<file path="config.mk">
export PLATFORM = sky130hd
export DESIGN_NAME = phy_status_config_registers
export DESIGN_NICKNAME = d
export VERILOG_FILES = /design/src/hw/phy_regs_pkg.sv /design/src/hw/strap_capture.sv /design/src/hw/pattern_byte_counter.sv /design/src/hw/phy_status_config_registers.sv
export SDC_FILE = /design/constraint.sdc
export NUM_CORES = 1
export LEC_CHECK = 0
export ABC_AREA = 1
export BUFFER_PORTS_ARGS = -buffer_cell sky130_fd_sc_hd__buf_2
export CORE_ASPECT_RATIO = 1.5
export CORE_MARGIN = 3
export CORE_UTILIZATION = 54
export CTS_CLUSTER_DIAMETER = 150
export DETAILED_ROUTE_END_ITERATION = 10
export PLACE_DENSITY = 0.84
export SLEW_MARGIN = 20
export SYNTH_ARGS = -nofsm -noshare
export SYNTH_HDL_FRONTEND = slang
export SYNTH_SLANG_ARGS = --single-unit
</file>
<file path="constraint.sdc">
create_clock -name core_clk_in -period 3 [get_ports core_clk_in]
set_input_delay 0.3 -clock core_clk_in [delete_from_list [all_inputs] [get_ports core_clk_in]]
set_output_delay 0.3 -clock core_clk_in [all_outputs]
set_load 0.01 [all_outputs]
</file>
<file path="src/hw/phy_regs_pkg.sv">
// Notes on behaviour
// - Idle mode asserts once consecutive idle symbols reach the 4-bit threshold.
// - Skew status bits 7:4 show lane B alignment cycles, read-only, reset zero.
// - Skew status bits 3:0 show lane A alignment cycles; upper byte reads zero.
// - Strap snapshot one bit 15 shows strapped port mirroring enable.
// - Strap snapshot one bit 14 shows strapped speed downshift enable.
// - Strap snapshot one bit 13 reads 1 when clock output strapped off.
// - Bit 12 parallel MAC strapped off; bit 11 serial MAC strapped on.
// - Bit 10 auto crossover strapped off; bit 9 forced crossed wiring.
// - Strap snapshot one bit 8 reads 1 when half duplex strapped.
// - Bit 7 reads 1 when negotiation strapped off; bits 6 and 4 zero.
// - Strap snapshot one bit 5 returns the strapped negotiation select.
// - Strap snapshot one bits 3:0 return the strapped station address.
// - Strap snapshot two bit 10 shows strapped quick link drop enable.
// - Strap snapshot two bits 6:4 return strapped transmit delay low bits.
// - Strap snapshot two bits 2:0 return receive delay bits; bit 3 zero.
// - Sixteen-bit read-only pattern byte total, reset to zero.
// - Readable byte total freezes when control two bit 0 or 1 written.
// - With wrap select 0 the byte total saturates at 0xffff.
// - Control two bit 0 only locks; bit 1 locks and clears with overflow.
package phy_regs_pkg;

  // Register indices; byte address is four times the index
  localparam logic [7:0] IDX_IDLE_CFG = 8'h53;
  localparam logic [7:0] IDX_SKEW_STS = 8'h55;
  localparam logic [7:0] IDX_WRAP_SEL = 8'h16;
  localparam logic [7:0] IDX_STRAP_ONE = 8'h6e;
  localparam logic [7:0] IDX_STRAP_TWO = 8'h6f;
  localparam logic [7:0] IDX_BYTE_TOTAL = 8'h71;
  localparam logic [7:0] IDX_CTRL_TWO = 8'h72;

  localparam logic [3:0] IDLE_THR_RST = 4'h5;
  localparam logic [11:0] IDLE_CFG_UPPER = 12'h205;
  localparam logic [15:0] BYTE_TOTAL_RST = 16'h0000;
  localparam logic [15:0] BYTE_TOTAL_MAX = 16'hffff;
  localparam int CTRL_LOCK_BIT = 0;
  localparam int CTRL_CLEAR_BIT = 1;
  localparam int CTRL_BYTE_OVF_BIT = 9;
  localparam int WRAP_SEL_BIT = 0;

  typedef struct packed {
    logic mirror_on;
    logic downshift_on;
    logic clock_output_off;
    logic parallel_mac_off;
    logic serial_mac_on;
    logic auto_crossover_off;
    logic forced_crossover;
    logic half_duplex;
    logic negotiation_off;
    logic negotiation_select;
    logic [3:0] station_address;
    logic quick_link_drop;
    logic [2:0] tx_delay_low;
    logic [2:0] rx_delay_low;
  } strap_pins_s;

  typedef enum logic [1:0] {
    CNT_IDLE = 2'b00,
    CNT_LOCK = 2'b01,
    CNT_LOCK_CLEAR = 2'b10
  } cnt_cmd_e;

  function automatic logic [31:0] reg_addr(input logic [7:0] idx);
    reg_addr = {22'h000000, idx, 2'b00};
  endfunction : reg_addr

endpackage : phy_regs_pkg

</file>
<file path="src/hw/strap_capture.sv">
`timescale 1ns/10ps
`default_nettype none
module strap_capture
  import phy_regs_pkg::*;
(
  input wire logic core_clk_in,
  input wire logic reset_n_in,
  input wire strap_pins_s straps_in,
  output strap_pins_s held_out
);

  logic taken_ff;
  strap_pins_s held_ff;

  // Pins are sampled on the first edge after release, never under reset
  always_ff @(posedge core_clk_in) begin
    if (!reset_n_in) begin
      taken_ff <= 1'b0;
    end else begin
      taken_ff <= 1'b1;
    end
  end

  always_ff @(posedge core_clk_in) begin
    if (!reset_n_in) begin
      held_ff <= '0;
    end else if (!taken_ff) begin
      held_ff <= straps_in;
    end
  end

  assign held_out = held_ff;

endmodule : strap_capture
`default_nettype wire

</file>
<file path="src/hw/pattern_byte_counter.sv">
`timescale 1ns/10ps
`default_nettype none
module pattern_byte_counter
  import phy_regs_pkg::*;
#(
  parameter int WIDTH = 16
) (
  input wire logic core_clk_in,
  input wire logic reset_n_in,
  input wire logic byte_seen_in,
  input wire logic wrap_select_in,
  input wire cnt_cmd_e cmd_in,
  output logic [WIDTH-1:0] frozen_total_out,
  output logic overflow_out
);

  logic [WIDTH-1:0] run_ff;
  logic [WIDTH-1:0] frozen_ff;
  logic ovf_ff;
  logic at_top;

  assign at_top = (run_ff == {WIDTH{1'b1}});

  always_ff @(posedge core_clk_in) begin
    if (!reset_n_in) begin
      run_ff <= BYTE_TOTAL_RST[WIDTH-1:0];
    end else if (cmd_in == CNT_LOCK_CLEAR) begin
      run_ff <= '0;
    end else if (byte_seen_in && !(at_top && !wrap_select_in)) begin
      run_ff <= run_ff + 1'b1;
    end
  end

  // Overflow raised in the clearing cycle survives the clear
  always_ff @(posedge core_clk_in) begin
    if (!reset_n_in) begin
      ovf_ff <= 1'b0;
    end else if (byte_seen_in && at_top) begin
      ovf_ff <= 1'b1;
    end else if (cmd_in == CNT_LOCK_CLEAR) begin
      ovf_ff <= 1'b0;
    end
  end

  always_ff @(posedge core_clk_in) begin
    if (!reset_n_in) begin
      frozen_ff <= BYTE_TOTAL_RST[WIDTH-1:0];
    end else if (cmd_in != CNT_IDLE) begin
      frozen_ff <= run_ff;
    end
  end

  assign frozen_total_out = frozen_ff;
  assign overflow_out = ovf_ff;

endmodule : pattern_byte_counter
`default_nettype wire

</file>
<file path="src/hw/phy_status_config_registers.sv">
// The AHB-Lite interface to the registers was left to the implementer.
`timescale 1ns/10ps
`default_nettype none
module phy_status_config_registers
  import phy_regs_pkg::*;
#(
  parameter int TOTAL_WIDTH = 16
) (
  input wire logic core_clk_in,
  input wire logic reset_n_in,
  // AHB-Lite slave
  input wire logic hsel_in,
  input wire logic [31:0] haddr_in,
  input wire logic [1:0] htrans_in,
  input wire logic hwrite_in,
  input wire logic [2:0] hsize_in,
  input wire logic [31:0] hwdata_in,
  input wire logic hready_in,
  output logic hreadyout_out,
  output logic hresp_out,
  output logic [31:0] hrdata_out,
  // Receive path status
  input wire logic idle_symbol_in,
  input wire logic [3:0] lane_a_align_cycles_in,
  input wire logic [3:0] lane_b_align_cycles_in,
  input wire logic pattern_byte_in,
  input wire strap_pins_s straps_in,
  output logic idle_mode_out,
  output strap_pins_s pinset_out
);

  //////////////////////////////////////////////////////////////////////////
  // Bus address phase capture

  logic wr_pend_ff;
  logic [7:0] wr_idx_ff;
  logic [31:0] rdata_ff;
  logic take;
  logic addr_hit;
  logic [7:0] a_idx;

  assign take = hsel_in && htrans_in[1] && hready_in;
  assign a_idx = haddr_in[9:2];
  // Anything outside the low kilobyte is unmapped
  assign addr_hit = (haddr_in[31:10] == 22'h000000);

  always_ff @(posedge core_clk_in) begin
    if (!reset_n_in) begin
      wr_pend_ff <= 1'b0;
      wr_idx_ff <= 8'h00;
    end else begin
      wr_pend_ff <= take && hwrite_in && addr_hit;
      wr_idx_ff <= a_idx;
    end
  end

  // No wait states; every access answers OKAY
  assign hreadyout_out = 1'b1;
  assign hresp_out = 1'b0;

  //////////////////////////////////////////////////////////////////////////
  // Writable fields

  logic [3:0] idle_run_threshold_ff;
  logic pattern_count_wrap_select_ff;
  logic wr_idle;
  logic wr_wrap;
  logic wr_ctrl;

  assign wr_idle = wr_pend_ff && (wr_idx_ff == IDX_IDLE_CFG);
  assign wr_wrap = wr_pend_ff && (wr_idx_ff == IDX_WRAP_SEL);
  assign wr_ctrl = wr_pend_ff && (wr_idx_ff == IDX_CTRL_TWO);

  always_ff @(posedge core_clk_in) begin
    if (!reset_n_in) begin
      idle_run_threshold_ff <= IDLE_THR_RST;
    end else if (wr_idle) begin
      idle_run_threshold_ff <= hwdata_in[3:0];
    end
  end

  always_ff @(posedge core_clk_in) begin
    if (!reset_n_in) begin
      pattern_count_wrap_select_ff <= 1'b0;
    end else if (wr_wrap) begin
      pattern_count_wrap_select_ff <= hwdata_in[WRAP_SEL_BIT];
    end
  end

  //////////////////////////////////////////////////////////////////////////
  // Idle run detector

  logic [3:0] idle_run_ff;
  logic [3:0] nxt_idle_run;
  logic idle_mode_ff;

  always_comb begin
    if (!idle_symbol_in) begin
      nxt_idle_run = 4'h0;
    end else if (idle_run_ff == 4'hf) begin
      nxt_idle_run = idle_run_ff;
    end else begin
      nxt_idle_run = idle_run_ff + 4'h1;
    end
  end

  always_ff @(posedge core_clk_in) begin
    if (!reset_n_in) begin
      idle_run_ff <= 4'h0;
    end else begin
      idle_run_ff <= nxt_idle_run;
    end
  end

  // A threshold change takes effect on the run already in progress
  always_ff @(posedge core_clk_in) begin
    if (!reset_n_in) begin
      idle_mode_ff <= 1'b0;
    end else begin
      idle_mode_ff <= idle_symbol_in &&
                      (nxt_idle_run >= idle_run_threshold_ff);
    end
  end

  assign idle_mode_out = idle_mode_ff;

  //////////////////////////////////////////////////////////////////////////
  // Lane alignment status

  logic [3:0] lane_a_align_cycles_ff;
  logic [3:0] lane_b_align_cycles_ff;

  always_ff @(posedge core_clk_in) begin
    if (!reset_n_in) begin
      lane_a_align_cycles_ff <= 4'h0;
      lane_b_align_cycles_ff <= 4'h0;
    end else begin
      lane_a_align_cycles_ff <= lane_a_align_cycles_in;
      lane_b_align_cycles_ff <= lane_b_align_cycles_in;
    end
  end

  //////////////////////////////////////////////////////////////////////////
  // Strap snapshot

  strap_pins_s pins;

  strap_capture u_straps (
    .core_clk_in(core_clk_in),
    .reset_n_in(reset_n_in),
    .straps_in(straps_in),
    .held_out(pins)
  );

  assign pinset_out = pins;

  //////////////////////////////////////////////////////////////////////////
  // Pattern byte total

  cnt_cmd_e cnt_cmd;
  logic [TOTAL_WIDTH-1:0] pattern_byte_total;
  logic byte_ovf;

  // Clear outranks lock when both bits are written together
  always_comb begin
    if (wr_ctrl && hwdata_in[CTRL_CLEAR_BIT]) begin
      cnt_cmd = CNT_LOCK_CLEAR;
    end else if (wr_ctrl && hwdata_in[CTRL_LOCK_BIT]) begin
      cnt_cmd = CNT_LOCK;
    end else begin
      cnt_cmd = CNT_IDLE;
    end
  end

  pattern_byte_counter #(
    .WIDTH(TOTAL_WIDTH)
  ) u_bytes (
    .core_clk_in(core_clk_in),
    .reset_n_in(reset_n_in),
    .byte_seen_in(pattern_byte_in),
    .wrap_select_in(pattern_count_wrap_select_ff),
    .cmd_in(cnt_cmd),
    .frozen_total_out(pattern_byte_total),
    .overflow_out(byte_ovf)
  );

  //////////////////////////////////////////////////////////////////////////
  // Read mux

  logic [15:0] strap_one_word;
  logic [15:0] strap_two_word;
  logic [15:0] rd_word;

  // Strap words are read-only views; writes to them fall through
  always_comb begin
    strap_one_word = 16'h0000;
    strap_one_word[15] = pins.mirror_on;
    strap_one_word[14] = pins.downshift_on;
    strap_one_word[13] = pins.clock_output_off;
    strap_one_word[12] = pins.parallel_mac_off;
    strap_one_word[11] = pins.serial_mac_on;
    strap_one_word[10] = pins.auto_crossover_off;
    strap_one_word[9] = pins.forced_crossover;
    strap_one_word[8] = pins.half_duplex;
    strap_one_word[7] = pins.negotiation_off;
    strap_one_word[5] = pins.negotiation_select;
    strap_one_word[3:0] = pins.station_address;
  end

  always_comb begin
    strap_two_word = 16'h0000;
    strap_two_word[10] = pins.quick_link_drop;
    strap_two_word[6:4] = pins.tx_delay_low;
    strap_two_word[2:0] = pins.rx_delay_low;
  end

  always_comb begin
    rd_word = 16'h0000;
    if (addr_hit) begin
      unique case (a_idx)
        IDX_IDLE_CFG: rd_word = {IDLE_CFG_UPPER, idle_run_threshold_ff};
        IDX_SKEW_STS: begin
          rd_word = {8'h00, lane_b_align_cycles_ff,
                     lane_a_align_cycles_ff};
        end
        IDX_WRAP_SEL: rd_word[WRAP_SEL_BIT] = pattern_count_wrap_select_ff;
        IDX_STRAP_ONE: rd_word = strap_one_word;
        IDX_STRAP_TWO: rd_word = strap_two_word;
        IDX_BYTE_TOTAL: rd_word = pattern_byte_total;
        IDX_CTRL_TWO: rd_word[CTRL_BYTE_OVF_BIT] = byte_ovf;
        default: rd_word = 16'h0000;
      endcase
    end
  end

  // Read data is sampled in the address phase and held for the data phase
  always_ff @(posedge core_clk_in) begin
    if (!reset_n_in) begin
      rdata_ff <= 32'h00000000;
    end else if (take && !hwrite_in) begin
      rdata_ff <= {16'h0000, rd_word};
    end
  end

  assign hrdata_out = rdata_ff;

endmodule : phy_status_config_registers
`default_nettype wire

</file>
==> impl_metrics.env <==
export IMPL_status="complete, no violations"
export IMPL_via_per_inst=5.30
export IMPL_critPathLaunch="u_bytes.run_ff[0]$_SDFFE_PP0P_"
export IMPL_setup_viol=0
export IMPL_worstHoldEndpoint="lane_a_align_cycles_ff[0]$_SDFF_PN0_"
export IMPL_portBuffers=108
export IMPL_num_vias=4497
export IMPL_grt_pass1_wl_um=19300
export IMPL_ys_types=34
export IMPL_dieArea_mm2=0.00977
export IMPL_start_util=0.566
export IMPL_die_height_um=120
export IMPL_drcViolationCount=0
export IMPL_switching_share=0.238
export IMPL_synth_area_leaders="dfxtp_1, nand2_1, inv_1, a21oi_1, nand3_1"
export IMPL_seq_power_share=0.510
export IMPL_clk_latency_ns=0.35
export IMPL_top_level_ports=161
export IMPL_cts_tree="done"
export IMPL_path_max_fanout=16
export IMPL_numCtsBuffers=9
export IMPL_synth_commonest_cells="nand2_1, dfxtp_1, inv_1"
export IMPL_diodes=0
export IMPL_synth_top_cell_by_area="dfxtp_1"
export IMPL_holdBufCountCts=0
export IMPL_netlist_area_mm2=0.00464
export IMPL_synth_ff_latch_count=98
export IMPL_yosysMostFrequentCell="nand2_1"
export IMPL_p_sw_uw=637
export IMPL_fin_setup_tns_ns=0
export IMPL_grt_use_total=0.253
export IMPL_synth_edf_count=0
export IMPL_ctsLongestPathBuffers=2
export IMPL_post_route_period_util=0.734
export IMPL_core_area_mm2=0.00821
export IMPL_synth_flop_cell="dfxtp_1"
export IMPL_multi_input_area_mm2=0.00217
export IMPL_fin_cells=849
export IMPL_r2r_end="u_bytes.run_ff[3]$_SDFFE_PP0P_"
export IMPL_antenna_found_initial=0
export IMPL_cts_resized=0
export IMPL_combPwrFrac=0.079
export IMPL_drive_gt1_frac=0.203
export IMPL_fin_crit_ns=2.20
export IMPL_seqCellArea_mm2=0.00196
export IMPL_fillers=728
export IMPL_worstSetupEndpointType="flip-flop"
export IMPL_hpwlAfterDp_um=8920
export IMPL_synthCells=648
export IMPL_skew_ns=0.00802
export IMPL_async_flop_share=0
export IMPL_finalHoldViolCount=0
export IMPL_worstSetupPathType="flip-flop to flip-flop"
export IMPL_ys_seq_area_frac=0.422
export IMPL_p_clk_frac=0.411
export IMPL_p_int_uw=2040
export IMPL_r2r_start="u_bytes.run_ff[0]$_SDFFE_PP0P_"
export IMPL_worstMarginPinSlew_ns=0.966
export IMPL_cp_required_ns=3.25
export IMPL_fin_util=0.661
export IMPL_cts_root_buf="clkbuf_16"
export IMPL_grt_overflow=0
export IMPL_grt_pass1_vias=4363
export IMPL_cap_violations=0
export IMPL_clkTransAtPathRegs_ns=0.06
export IMPL_hold_depth=3
export IMPL_wirelength_um=11800
export IMPL_start_kind="flip-flop"
export IMPL_wire_per_inst_um=13.9
export IMPL_synth_top_cell_area_share=0.422
export IMPL_power_leakage_uw=0.00245
export IMPL_rows=40
export IMPL_htree_levels=3
export IMPL_powerDensity_mw_per_mm2=494
export IMPL_first_pass_iters=5
export IMPL_nNetsFinal=850
export IMPL_die_w_um=81.7
export IMPL_gp_congestion=0.927
export IMPL_ff2ff_setup_slack_ns=0.80
export IMPL_drt_antenna_violating_nets=0
export IMPL_slew_viol_final=0
export IMPL_r2r_cells=7
export IMPL_rsz0062_at_grt="no"
export IMPL_cts_num_sinks=98
export IMPL_yosys_warnings=0
export IMPL_synth_avg_cell_area_um2=7.17
export IMPL_p_total_uw=2680
export IMPL_dp_cells=833
export IMPL_hp_class="input pin to flip-flop"
export IMPL_irDropWorstVdd_mv=0.397
export IMPL_fin_ws_ns=0.797
export IMPL_hold_path_startpoint="lane_a_align_cycles_in[0]"
export IMPL_critPathArrivalTime_ns=2.45
export IMPL_slew_headroom=0.355
export IMPL_dp_slack_ns=0.889
export IMPL_areaGrowthSynthToFinish_pct=16.8
export IMPL_timing_fmax_ghz=0.454
export IMPL_grt_max_degree=34
export IMPL_drt_iter0_markers=313
export IMPL_cts_setup_buffers=0
-- how the worst max path moves through the flow --
stage | slack [ns] | to | cells past startpoint
6_report | 0.80 | u_bytes.run_ff[3]$_SDFFE_PP0P_ | 7
3_3_place_gp | 0.97 | u_bytes.run_ff[13]$_SDFFE_PP0P_ | 7
5_1_grt | 0.63 | u_bytes.run_ff[3]$_SDFFE_PP0P_ | 7
4_1_cts | 0.84 | u_bytes.run_ff[3]$_SDFFE_PP0P_ | 7
3_5_place_dp | 0.89 | u_bytes.run_ff[12]$_SDFFE_PP0P_ | 7
2_1_floorplan | 1.29 | idle_mode_out$_SDFF_PN0_ | 11
-- final cells by class --
type,count,share of cell area
Multi-Input combinational cell,438,0.401
Timing Repair Buffer,111,0.104
Tap cell,105,0.0242
Sequential cell,98,0.362
Clock inverter,4,0.00461
Inverter,81,0.0560
Clock buffer,12,0.0491
-- through the flow --
| step | hold slack [ns] | instance area, um^2 |
|---|---|---|
| floorplan | 0.328 | 4700 |
| global placement | 0.437 | 5130 |
| detailed placement | 0.441 | 5130 |
| CTS | 0.136 | 5430 |
| global route | 0.149 | 5430 |
| finish | 0.144 | 5430 |
-- layout by cell type, fill, tap and decap left out, drive strengths merged, types with 3 or more instances in the layout --
cell    count
a21oi      64
clkbuf     12
conb       18
buf       111
clkinv      3
o22ai       5
xnor2       5
dfxtp      98
nand3      54
nor2       68
o21ai      46
nand3b      3
o211ai      8
xor2        6
nand4      15
ha          6
inv        80
nor3       11
nand2     123
-- worst max-delay path, stage by stage, from the launching register on --
cell and delay (ns):
dfxtp_1 0.44, ha_1 0.37, nand3_2 0.16, nor2_2 0.21, nand3_2 0.16, o21ai_4 0.46
nand2_1 0.12, a21oi_1 0.18
-- registers in the layout, indices dropped and copies added, names as in the netlist --
register,cells
wr_pend_ff,1
lane_a_align_cycles_ff,4
u_bytes.overflow_out,1
u_straps.held_out,21
u_straps.taken_ff,1
u_bytes.frozen_total_out,16
wr_idx_ff,8
idle_mode_out,1
lane_b_align_cycles_ff,4
idle_run_ff,4
u_bytes.run_ff,16
hrdata_out,16
pattern_count_wrap_select_ff,1
idle_run_threshold_ff,4
-- routing by layer --
layer / track usage / vias up / share of wire
li1: - / 2243 / -
met1: 0.263 / 2034 / 0.36
met2: 0.462 / 187 / 0.53
met3: 0.0608 / 33 / 0.081
met4: 0.116 / 0 / 0.035
met5: 0 / - / 0
-- kinds of logic after synthesis --
family,count (synthesis),synth area share
buf+inv,128,0.122
compound gates,124,0.150
mux,1,0.00216
simple gates,278,0.265
fa+ha+maj,6,0.0162
flops,98,0.422
xor+xnor,11,0.0207
other cells,2,0.00162
-- power groups by stage --
stage,combinational [uW],clock (uW),sequential [uW]
after floorplan,130,0,1390
after global placement,205,0,1390
after detailed placement,211,0,1390
after CTS,212,1120,1360
after global routing,242,1170,1370
final,212,1100,1370
Power figures use the tool's default switching activity.
